**config.mk**
```make
export PLATFORM = sky130hd
export DESIGN_NAME = pao_port_a
export DESIGN_NICKNAME = d
export VERILOG_FILES = /design/src/verilog/pao_pkg.sv /design/src/verilog/pao_pin_cell.sv /design/src/verilog/pao_port_a.sv
export SDC_FILE = /design/constraint.sdc
export NUM_CORES = 1
export LEC_CHECK = 0
export ABC_AREA = 1
export BUFFER_PORTS_ARGS = -buffer_cell sky130_fd_sc_hd__buf_2
export CORE_MARGIN = 10
export CORE_UTILIZATION = 31
export DETAILED_ROUTE_END_ITERATION = 10
export PLACE_DENSITY = 0.83
export SETUP_SLACK_MARGIN = 0.05
export SYNTH_ARGS = -nofsm -noshare
export SYNTH_HDL_FRONTEND = slang
export SYNTH_HIERARCHICAL = 1
export SYNTH_SLANG_ARGS = --single-unit
```
**constraint.sdc**
```tcl
create_clock -name vclk -period 0.8
set_input_delay 0.08 -clock vclk [all_inputs]
set_output_delay 0.08 -clock vclk [all_outputs]
set_load 0.01 [all_outputs]
```
**src/verilog/pao_pkg.sv**
```systemverilog
package pao_pkg;

   // Port width and pin positions
   localparam int unsigned PAO_PORT_W   = 8;
   localparam int unsigned PAO_BIT_REF  = 7;
   localparam int unsigned PAO_BIT_SS   = 6;
   localparam int unsigned PAO_BIT_SCK  = 5;
   localparam int unsigned PAO_BIT_MOSI = 4;
   localparam int unsigned PAO_BIT_IRQ1 = 3;
   localparam int unsigned PAO_BIT_CAP  = 4;
   localparam int unsigned PAO_BIT_MISO = 2;
   localparam int unsigned PAO_BIT_TX   = 1;
   localparam int unsigned PAO_BIT_RX   = 0;

   // Converter reference selection codes
   localparam logic [1:0] PAO_REF_SUPPLY   = 2'h0;
   localparam logic [1:0] PAO_REF_EXTERNAL = 2'h1;
   localparam logic [1:0] PAO_REF_INT_1V1  = 2'h2;
   localparam logic [1:0] PAO_REF_INT_2V56 = 2'h3;

   // Override set for one pin
   typedef struct packed {
      logic puoe;
      logic puov;
      logic ddoe;
      logic ddov;
      logic pvoe;
      logic pvov;
   } pao_ovr_t;

   // Pad control for one pin
   typedef struct packed {
      logic pullup_en;
      logic drive_en;
      logic drive_val;
   } pao_pad_t;

   localparam pao_ovr_t PAO_OVR_NONE = '0;

   // Pin forced to input, pull-up still steered by its output bit
   function automatic pao_ovr_t pao_forced_in(input logic out_bit, input logic pu_off);
      pao_ovr_t o;
      o      = PAO_OVR_NONE;
      o.puoe = 1'h1;
      o.puov = out_bit & ~pu_off;
      o.ddoe = 1'h1;
      o.ddov = 1'h0;
      return o;
   endfunction

   // Pin fully isolated for analog use
   function automatic pao_ovr_t pao_isolated();
      pao_ovr_t o;
      o      = PAO_OVR_NONE;
      o.puoe = 1'h1;
      o.ddoe = 1'h1;
      return o;
   endfunction

endpackage

```
**src/verilog/pao_pin_cell.sv**
```systemverilog
`timescale 1ns/100ps
module pao_pin_cell
   import pao_pkg::*;
(
   input  wire pao_ovr_t ovr,
   input  wire logic     pin_direction_bit,
   input  wire logic     pin_output_bit,
   input  wire logic     pullup_disable,
   output pao_pad_t      pad
);

   logic drive_en;

   // Output driver enable: override or direction bit
   assign drive_en = ovr.ddoe ? ovr.ddov : pin_direction_bit;

   // Pad controls from the generic override scheme
   always_comb begin
      pad.drive_en  = drive_en;
      pad.drive_val = ovr.pvoe ? ovr.pvov : pin_output_bit;
      if (ovr.puoe) begin
         pad.pullup_en = ovr.puov;
      end else begin
         pad.pullup_en = ~pin_direction_bit & pin_output_bit & ~pullup_disable;
      end
   end

endmodule // pao_pin_cell

```
**src/verilog/pao_port_a.sv**
```systemverilog
`timescale 1ns/100ps
module pao_port_a
   import pao_pkg::*;
#(
   parameter int unsigned CAPTURE_BIT = PAO_BIT_CAP,
   parameter int unsigned IRQ1_BIT    = PAO_BIT_IRQ1
)(
   input  wire logic                  clk,
   input  wire logic                  rst_n,
   input  wire logic [PAO_PORT_W-1:0] pin_direction_bit,
   input  wire logic [PAO_PORT_W-1:0] pin_output_bit,
   input  wire logic [PAO_PORT_W-1:0] pad_in,
   input  wire logic                  global_pullup_disable,
   input  wire logic                  port_a_pullup_disable,
   input  wire logic                  ref_output_enable,
   input  wire logic [1:0]            ref_select,
   input  wire logic                  ref_bypass_use,
   input  wire logic                  spi_enable,
   input  wire logic                  spi_master,
   input  wire logic                  sck_output,
   input  wire logic                  mosi_output,
   input  wire logic                  miso_output,
   input  wire logic                  three_wire_mode,
   input  wire logic                  three_wire_data_out,
   input  wire logic                  timer0_compare_en,
   input  wire logic                  timer0_compare_out_a,
   input  wire logic                  lin_tx_enable,
   input  wire logic                  lin_tx,
   input  wire logic                  lin_rx_enable,
   output logic [PAO_PORT_W-1:0]      pad_pullup_en,
   output logic [PAO_PORT_W-1:0]      pad_drive_en,
   output logic [PAO_PORT_W-1:0]      pad_drive_val,
   output logic                       internal_ref_out,
   output logic                       external_ref_in,
   output logic                       spi_slave_active,
   output logic                       three_wire_clock_in,
   output logic                       three_wire_data_in,
   output logic                       timer1_capture_in,
   output logic                       timer1_clock_in,
   output logic                       ext_irq1_in,
   output logic                       lin_receive_pin,
   output logic [PAO_PORT_W-1:0]      pin_change_src
);

   logic                  pullup_off;
   logic                  spi_slave;
   logic                  spi_mstr;
   logic                  ref_internal;
   logic                  bit7_isolate;
   pao_ovr_t              ovr [PAO_PORT_W];
   pao_pad_t              pad [PAO_PORT_W];

   // Pull-up disable merge; one bit covers the whole port
   assign pullup_off = global_pullup_disable | port_a_pullup_disable;

   // Serial peripheral role decode
   assign spi_slave = spi_enable & ~spi_master;
   assign spi_mstr  = spi_enable & spi_master;

   // Reference routing to bit 7
   assign ref_internal = (ref_select == PAO_REF_INT_1V1) |
                         (ref_select == PAO_REF_INT_2V56);
   assign internal_ref_out = ref_output_enable & ref_internal;
   assign external_ref_in  = (ref_select == PAO_REF_EXTERNAL);
   assign bit7_isolate     = internal_ref_out | external_ref_in | ref_bypass_use;

   // Bit 7: analog reference pin
   always_comb begin
      ovr[PAO_BIT_REF] = PAO_OVR_NONE;
      if (bit7_isolate) begin
         ovr[PAO_BIT_REF] = pao_isolated();
      end
   end

   // Bit 6: slave select
   always_comb begin
      ovr[PAO_BIT_SS] = PAO_OVR_NONE;
      if (spi_slave) begin
         ovr[PAO_BIT_SS] = pao_forced_in(pin_output_bit[PAO_BIT_SS], pullup_off);
      end
   end

   // Bit 5: serial clock
   always_comb begin
      ovr[PAO_BIT_SCK] = PAO_OVR_NONE;
      if (spi_slave) begin
         ovr[PAO_BIT_SCK] = pao_forced_in(pin_output_bit[PAO_BIT_SCK], pullup_off);
      end else if (spi_mstr) begin
         ovr[PAO_BIT_SCK].pvoe = 1'h1;
         ovr[PAO_BIT_SCK].pvov = sck_output;
      end
   end

   // Bit 4: master out, slave in; three-wire data in is not overridden
   always_comb begin
      ovr[PAO_BIT_MOSI] = PAO_OVR_NONE;
      if (spi_slave) begin
         ovr[PAO_BIT_MOSI] = pao_forced_in(pin_output_bit[PAO_BIT_MOSI], pullup_off);
      end else if (spi_mstr) begin
         ovr[PAO_BIT_MOSI].pvoe = 1'h1;
         ovr[PAO_BIT_MOSI].pvov = mosi_output;
      end
   end

   // Bit 3: plain port pin
   assign ovr[PAO_BIT_IRQ1] = PAO_OVR_NONE;

   // Bit 2: master in, slave out; three-wire out; timer compare
   always_comb begin
      ovr[PAO_BIT_MISO] = PAO_OVR_NONE;
      if (spi_mstr) begin
         ovr[PAO_BIT_MISO] = pao_forced_in(pin_output_bit[PAO_BIT_MISO], pullup_off);
      end else if (spi_slave) begin
         ovr[PAO_BIT_MISO].pvoe = 1'h1;
         ovr[PAO_BIT_MISO].pvov = miso_output;
      end else if (three_wire_mode) begin
         // Value only; driver and pull-up stay with direction and output bits
         ovr[PAO_BIT_MISO].pvoe = 1'h1;
         ovr[PAO_BIT_MISO].pvov = three_wire_data_out;
      end else if (timer0_compare_en) begin
         ovr[PAO_BIT_MISO].pvoe = 1'h1;
         ovr[PAO_BIT_MISO].pvov = timer0_compare_out_a;
      end
   end

   // Bit 1: UART/LIN transmit
   always_comb begin
      ovr[PAO_BIT_TX] = PAO_OVR_NONE;
      if (lin_tx_enable) begin
         ovr[PAO_BIT_TX].puoe = 1'h1;
         ovr[PAO_BIT_TX].puov = 1'h0;
         ovr[PAO_BIT_TX].ddoe = 1'h1;
         ovr[PAO_BIT_TX].ddov = 1'h1;
         ovr[PAO_BIT_TX].pvoe = 1'h1;
         ovr[PAO_BIT_TX].pvov = lin_tx;
      end
   end

   // Bit 0: UART/LIN receive
   always_comb begin
      ovr[PAO_BIT_RX] = PAO_OVR_NONE;
      if (lin_rx_enable) begin
         ovr[PAO_BIT_RX] = pao_forced_in(pin_output_bit[PAO_BIT_RX], pullup_off);
      end
   end

   // One generic cell per pin, purely combinational
   for (genvar i = 0; i < PAO_PORT_W; i++) begin : g_pin
      pao_pin_cell u_cell (
         .ovr               (ovr[i]),
         .pin_direction_bit (pin_direction_bit[i]),
         .pin_output_bit    (pin_output_bit[i]),
         .pullup_disable    (pullup_off),
         .pad               (pad[i])
      );
      assign pad_pullup_en[i] = pad[i].pullup_en;
      assign pad_drive_en[i]  = pad[i].drive_en;
      assign pad_drive_val[i] = pad[i].drive_val;
   end

   // Pad inputs fanned out to the peripherals
   assign pin_change_src      = pad_in;
   assign timer1_capture_in   = pad_in[CAPTURE_BIT];
   assign ext_irq1_in         = pad_in[IRQ1_BIT];
   assign timer1_clock_in     = pad_in[PAO_BIT_SCK];
   assign three_wire_clock_in = pad_in[PAO_BIT_SCK];
   assign three_wire_data_in  = pad_in[PAO_BIT_MOSI];
   assign lin_receive_pin     = pad_in[PAO_BIT_RX];

   // Slave select is low active from the external master
   assign spi_slave_active = spi_slave & ~pad_in[PAO_BIT_SS];

   // Checks on the pad controls

   property p_pud_kills_pullups;
      @(posedge clk) disable iff (!rst_n)
      (port_a_pullup_disable | global_pullup_disable) |->
         pad_pullup_en == '0;
   endproperty
   a_pud_kills_pullups: assert property (p_pud_kills_pullups)
      else $error("pull-up active while disabled");

   property p_ref_route;
      @(posedge clk) disable iff (!rst_n)
      internal_ref_out == (ref_output_enable &&
                           (ref_select == PAO_REF_INT_1V1 || ref_select == PAO_REF_INT_2V56));
   endproperty
   a_ref_route: assert property (p_ref_route)
      else $error("reference routing wrong");

   property p_ref_isolates;
      @(posedge clk) disable iff (!rst_n)
      (internal_ref_out || external_ref_in || ref_bypass_use) |->
         !pad_pullup_en[PAO_BIT_REF] && !pad_drive_en[PAO_BIT_REF];
   endproperty
   a_ref_isolates: assert property (p_ref_isolates)
      else $error("bit 7 not isolated");

   property p_slave_inputs;
      @(posedge clk) disable iff (!rst_n)
      (spi_enable && !spi_master) |->
         !pad_drive_en[PAO_BIT_SS] && !pad_drive_en[PAO_BIT_SCK] && !pad_drive_en[PAO_BIT_MOSI];
   endproperty
   a_slave_inputs: assert property (p_slave_inputs)
      else $error("slave pin driven");

   property p_master_dirs;
      @(posedge clk) disable iff (!rst_n)
      (spi_enable && spi_master) |->
         pad_drive_en[6:4] == pin_direction_bit[6:4] && !pad_drive_en[PAO_BIT_MISO];
   endproperty
   a_master_dirs: assert property (p_master_dirs)
      else $error("master direction wrong");

   property p_forced_pullup;
      @(posedge clk) disable iff (!rst_n)
      (spi_enable && spi_master) |->
         pad_pullup_en[PAO_BIT_MISO] == (pin_output_bit[PAO_BIT_MISO] && !pullup_off);
   endproperty
   a_forced_pullup: assert property (p_forced_pullup)
      else $error("forced input pull-up wrong");

   property p_slave_active;
      @(posedge clk) disable iff (!rst_n)
      spi_slave_active == (spi_enable && !spi_master && !pad_in[PAO_BIT_SS]);
   endproperty
   a_slave_active: assert property (p_slave_active)
      else $error("slave activity wrong");

   property p_three_wire_out;
      @(posedge clk) disable iff (!rst_n)
      (three_wire_mode && !spi_enable) |->
         pad_drive_en[PAO_BIT_MISO] == pin_direction_bit[PAO_BIT_MISO] &&
         (!pin_direction_bit[PAO_BIT_MISO] ||
          pad_drive_val[PAO_BIT_MISO] == three_wire_data_out);
   endproperty
   a_three_wire_out: assert property (p_three_wire_out)
      else $error("three-wire output wrong");

   property p_three_wire_pullup;
      @(posedge clk) disable iff (!rst_n)
      (three_wire_mode && !spi_enable && !pin_direction_bit[PAO_BIT_MISO]) |->
         pad_pullup_en[PAO_BIT_MISO] == (pin_output_bit[PAO_BIT_MISO] && !pullup_off);
   endproperty
   a_three_wire_pullup: assert property (p_three_wire_pullup)
      else $error("three-wire pull-up wrong");

   property p_capture_irq;
      @(posedge clk) disable iff (!rst_n)
      timer1_capture_in == pad_in[CAPTURE_BIT] && ext_irq1_in == pad_in[IRQ1_BIT];
   endproperty
   a_capture_irq: assert property (p_capture_irq)
      else $error("capture or interrupt input wrong");

   property p_default_pullup;
      @(posedge clk) disable iff (!rst_n)
      pad_pullup_en[PAO_BIT_IRQ1] ==
         (!pin_direction_bit[PAO_BIT_IRQ1] && pin_output_bit[PAO_BIT_IRQ1] && !pullup_off);
   endproperty
   a_default_pullup: assert property (p_default_pullup)
      else $error("default pull-up wrong");

   property p_tx_forced;
      @(posedge clk) disable iff (!rst_n)
      lin_tx_enable |->
         pad_drive_en[PAO_BIT_TX] && pad_drive_val[PAO_BIT_TX] == lin_tx &&
         !pad_pullup_en[PAO_BIT_TX];
   endproperty
   a_tx_forced: assert property (p_tx_forced)
      else $error("transmit pin not driven");

   property p_no_latency;
      @(posedge clk) disable iff (!rst_n)
      $changed(pin_direction_bit) && !spi_enable && !lin_tx_enable && !lin_rx_enable &&
         !ref_output_enable && !ref_bypass_use && ref_select == PAO_REF_SUPPLY |->
         pad_drive_en == pin_direction_bit;
   endproperty
   a_no_latency: assert property (p_no_latency)
      else $error("pad control lags configuration");

   // Checks on the remaining forced inputs and shared pins

   property p_rx_forced;
      @(posedge clk) disable iff (!rst_n)
      lin_rx_enable |->
         !pad_drive_en[PAO_BIT_RX] &&
         pad_pullup_en[PAO_BIT_RX] == (pin_output_bit[PAO_BIT_RX] && !pullup_off);
   endproperty
   a_rx_forced: assert property (p_rx_forced)
      else $error("receive pin not a plain input");

   property p_slave_pullups;
      @(posedge clk) disable iff (!rst_n)
      (spi_enable && !spi_master) |->
         pad_pullup_en[6:4] == (pin_output_bit[6:4] & {3{!pullup_off}});
   endproperty
   a_slave_pullups: assert property (p_slave_pullups)
      else $error("slave input pull-up wrong");

   property p_slave_miso;
      @(posedge clk) disable iff (!rst_n)
      (spi_enable && !spi_master) |->
         pad_drive_en[PAO_BIT_MISO] == pin_direction_bit[PAO_BIT_MISO] &&
         (!pin_direction_bit[PAO_BIT_MISO] || pad_drive_val[PAO_BIT_MISO] == miso_output);
   endproperty
   a_slave_miso: assert property (p_slave_miso)
      else $error("slave data out wrong");

   property p_compare_out;
      @(posedge clk) disable iff (!rst_n)
      (timer0_compare_en && !spi_enable && !three_wire_mode) |->
         pad_drive_en[PAO_BIT_MISO] == pin_direction_bit[PAO_BIT_MISO] &&
         (!pin_direction_bit[PAO_BIT_MISO] ||
          pad_drive_val[PAO_BIT_MISO] == timer0_compare_out_a);
   endproperty
   a_compare_out: assert property (p_compare_out)
      else $error("compare output wrong");

   property p_ext_ref;
      @(posedge clk) disable iff (!rst_n)
      external_ref_in == (ref_select == PAO_REF_EXTERNAL);
   endproperty
   a_ext_ref: assert property (p_ext_ref)
      else $error("external reference flag wrong");

   property p_master_values;
      @(posedge clk) disable iff (!rst_n)
      (spi_enable && spi_master) |->
         pad_drive_val[PAO_BIT_SCK] == sck_output &&
         pad_drive_val[PAO_BIT_MOSI] == mosi_output;
   endproperty
   a_master_values: assert property (p_master_values)
      else $error("master clock or data value wrong");

endmodule // pao_port_a

```
# Word level (Yosys, flattened, before mapping)
# Cells that the tools add are included.
dict set report totals {
  regBits 0
  latch_bits 0
  mem_bits_rw 0
  romBits 0
  input_bits 44
  output_inout_bits 41
  wordCells 79
  memories 0
}
dict set report classes {
  addsub 0
  multipliers 0
  n_div 0
  order_cmp 0
  eq_ne 3
  shifts 0
  mux 36
  bitwise_logic 40
  reduce_logical 0
}
# cell count
set op_table {}
lappend op_table {{$and 1x1->1} 25}
lappend op_table {{$mux 6} 4}
lappend op_table {{$mux 1} 21}
lappend op_table {{$mux 2} 8}
lappend op_table {{$mux 4} 3}
lappend op_table {{$not 1->1} 11}
lappend op_table {{$eq 2x2->1 const B} 2}
lappend op_table {{$or 1x1->1} 4}
lappend op_table {{$eq 2x1->1 const B} 1}

# Logic depth before layout (Yosys ltp)
dict set report depth {
  depth_word 7
  ltp_mapped 7
  mapped_depth_nobuf 7
}

# Modules after synthesis
# The synthesis kept the hierarchy.
# mod n_inst cells_per_inst area_per_inst_um2 seq_area_each_um2
set by_module_without_submodules {}
lappend by_module_without_submodules {pao_pin_cell 8 12 51.3 0.0}
lappend by_module_without_submodules {pao_port_a 1 55 292.8 0.0}

# Worst setup path before layout
# Ideal clock, no wire load.
dict set report synth_path {
  path_type {input port to output port}
  from {input spi_enable}
  to {output pad_drive_val[2]}
  t_arrival_ps 707
  t_required_ps 720
  path_slack_ps 13
  stages 6
  path_buffers 0
  path_cell_list {inv_1 nor2_4 inv_1 nand2_1 nand2_1 o21ai_0}
}
# item line_no
set synth_rtl {}
lappend synth_rtl {{start: declaration} pao_port_a.sv:18} ;# input wire logic spi_enable,
lappend synth_rtl {{end: declaration} pao_port_a.sv:32} ;# output logic [PAO_PORT_W-1:0] pad_drive_val,

# Worst setup path after layout
dict set report layout_path {
  from {input global_pullup_disable}
  to {output pad_pullup_en[1]}
}
dict set report layout_via {
  elab_chain_len 4
}
# item line_no
set layout_lines {}
lappend layout_lines {{start: declaration} pao_port_a.sv:13} ;# input wire logic global_pullup_disable,
lappend layout_lines {{$or 1x1->1} pao_port_a.sv:54} ;# assign pullup_off = global_pullup_disable | port_a_pullup_disable;
lappend layout_lines {{$not 1->1} pao_pin_cell.sv:24} ;# pad.pullup_en = ~pin_direction_bit & pin_output_bit & ~pullup_disable;
lappend layout_lines {{$and 1x1->1} pao_pin_cell.sv:24}
lappend layout_lines {{$mux 1} pao_pin_cell.sv:21} ;# if (ovr.puoe) begin
lappend layout_lines {{end: declaration} pao_port_a.sv:30} ;# output logic [PAO_PORT_W-1:0] pad_pullup_en,
# No other way between the ends.

==> reports/qor.yml <==
worst_hold_path:
  hold_end: "pin_change_src[7]"
  hold_depth: 0
  min_from: "pad_in[7]"
  hold_class: "in2out"
grt:
  grt_pass1_wl_mm: 3.69
  grt.total_usage: 0.0956
  grt_start_max_net_pins: 9
  antenna_found_initial: 0
  grt_overflow: 0
  grt_pass1_vias: 943
route:
  routed_wl_mm: 2.66
  first_pass_iters: 4
  drc: 0
  postRouteAntennaNets: 0
  vias: 1020
  drt_iter0_drc: 19
  routedWlPerCell_um: 10.3
  vias_per_cell: 3.95
final_layout:
  fin_nets: 276
  multi_input_area_um2: 663
  fill_cells: 209
  drive_above_1_share: 0.530
  final_util: 0.641
  seq_cell_count: 0
  nClkBuffers: 0
  regArea_um2: 0
  num_antenna_cells: 0
  syn2layout_area_growth_pct: 99.6
worst_setup_path:
  crit_path_start_kind: "primary input"
  worst-path-buf-inv: 3
  cpPeakStageDelay_ns: 0.25
  path_class: "in2out"
  crit_fanout: 7
  worstPathArrival_ns: 0.86
  critPathRequiredTime_ns: 0.72
  cp_common_cell: "buf_6"
  crit_family: "simple AND/OR/NAND/NOR gates"
  crit_chain: "buf_6, or2_4, buf_8, nor2_2, nand2_1, nand2_2, buf_6"
  end_kind: "output port"
  cp_slowest_cell: "or2_4"
power_and_ir_drop:
  power_mw: 0.689
  p_per_area_nw_per_um2: 491
  ir_drop_uv: 251
  leakage_nw: 0.816
place:
  pre_cts_slack_ns: -0.328
  dpl.hpwl_mm: 2.00
  gp_congestion: 0.754
  io_buffers: 63
logic_synthesis:
  synth_cell_types: 12
  yosysTopAreaCell: "nand2_1"
  synth_common_cells: "nand2_1, inv_1, buf_4"
  synthCells: 151
  synth_seq_area_share: 0
  synth.top_cell.area_share: 0.288
  syn_area_um2: 703
  ys.warnings.count: 6
  synthTopCellsByArea: "nand2_1, buf_4, inv_1"
  avgSynthCellArea_um2: 4.66
  yosysMostFrequentCell: "nand2_1"
timing:
  hold_viol_final: 0
  setup_viol: 15
  setup_ws_ns: -0.143
  timing.fmax_ghz: 1.06
  slew_violations: 0
  post-route-period-util: 1.18
  period_minus_slack_ns: 0.943
  rsz0062_at_grt: "yes"
job:
  max-cap-violations: 0
floorplan:
  pin_count: 85
  fp.dieArea_um2: 4570
  chipHeight_um: 67.6
  core_um2: 2190
  initial_core_util: 0.321
  die_width_um: 67.6
  row_count: 17
status:
  status: "complete, but fails checks"
  violations: "negative setup slack"
clocking:
  hold_buffers: 0
## routing by layer
| layer | vias up | wire length, µm | track usage |
|---|---|---|---|
| li1 | 556 | - | - |
| met1 | 424 | 883 | 0.0818 |
| met2 | 37 | 1520 | 0.214 |
| met3 | 3 | 243 | 0.0231 |
| met4 | 0 | 8 | 0.0103 |
| met5 | - | 0 | 0 |
## kinds of logic (layout without fill, tap and decap cells)
| group | after synthesis | in the layout | synth area share |
|---|---|---|---|
| buffers and inverters | 49 | 103 | 0.390 |
| AOI/OAI and AO/OA | 18 | 18 | 0.128 |
| and+or+nand+nor | 83 | 83 | 0.477 |
| other | 1 | 26 | 0.00533 |
## where the power goes
part / internal [mW] / total, mW / switching, mW
Sequential: 0 / 0 / 0
Combinational: 0.346 / 0.689 / 0.343
Clock: 0 / 0 / 0
## cell type report
| type | count | share of cell area |
|---|---|---|
| Multi-Input combinational cell | 127 | 0.472 |
| Timing Repair Buffer | 77 | 0.417 |
| Inverter | 26 | 0.0856 |
| Tap cell | 28 | 0.0250 |
## cells in the final DEF, fill, tap and decap left out, types with 2 or more instances in the layout
| cell type | instances |
|---|---|
| o21ai_1 | 6 |
| o21ai_2 | 7 |
| conb_1 | 26 |
| nand2_2 | 13 |
| inv_1 | 22 |
| buf_12 | 3 |
| nor2_4 | 5 |
| inv_6 | 2 |
| buf_4 | 5 |
| o21ai_0 | 5 |
| nor2_1 | 10 |
| nor2_2 | 12 |
| buf_8 | 3 |
| nand2_4 | 2 |
| buf_2 | 48 |
| buf_6 | 18 |
| nand2_1 | 38 |
## stage by stage
step | cell area, µm² | cells | setup TNS [ns] | hold slack [ns]
6_report | 1400 | 258 | -1.47 | 0.160
4_1_cts | 1270 | 255 | -1.22 | 0.160
3_3_place_gp | 1060 | 251 | -2.82 | 0.160
5_1_grt | 1400 | 258 | -2.14 | 0.160
2_1_floorplan | 833 | 176 | 0 | 0.208
3_5_place_dp | 1060 | 251 | -3.15 | 0.160
## how the worst max path moves through the flow
stage | startpoint | endpoint | slack, ns | cells after the start
2_1_floorplan | spi_enable | pad_pullup_en[4] | 0.04 | 6
3_3_place_gp | spi_enable | pad_pullup_en[4] | -0.27 | 8
3_5_place_dp | spi_enable | pad_pullup_en[4] | -0.33 | 8
4_1_cts | global_pullup_disable | pad_pullup_en[1] | -0.15 | 7
5_1_grt | global_pullup_disable | pad_pullup_en[2] | -0.19 | 7
6_report | global_pullup_disable | pad_pullup_en[1] | -0.14 | 7
## what timing repair did
item / in CTS / in global routing
setup endpoints to repair: 17 / 18
pin swaps: 33 / 9
gates resized for setup: 45 / 29
gates cloned: 0 / 0
buffers inserted: 4 / 3
Note: power is estimated with default switching activity, not from simulation.
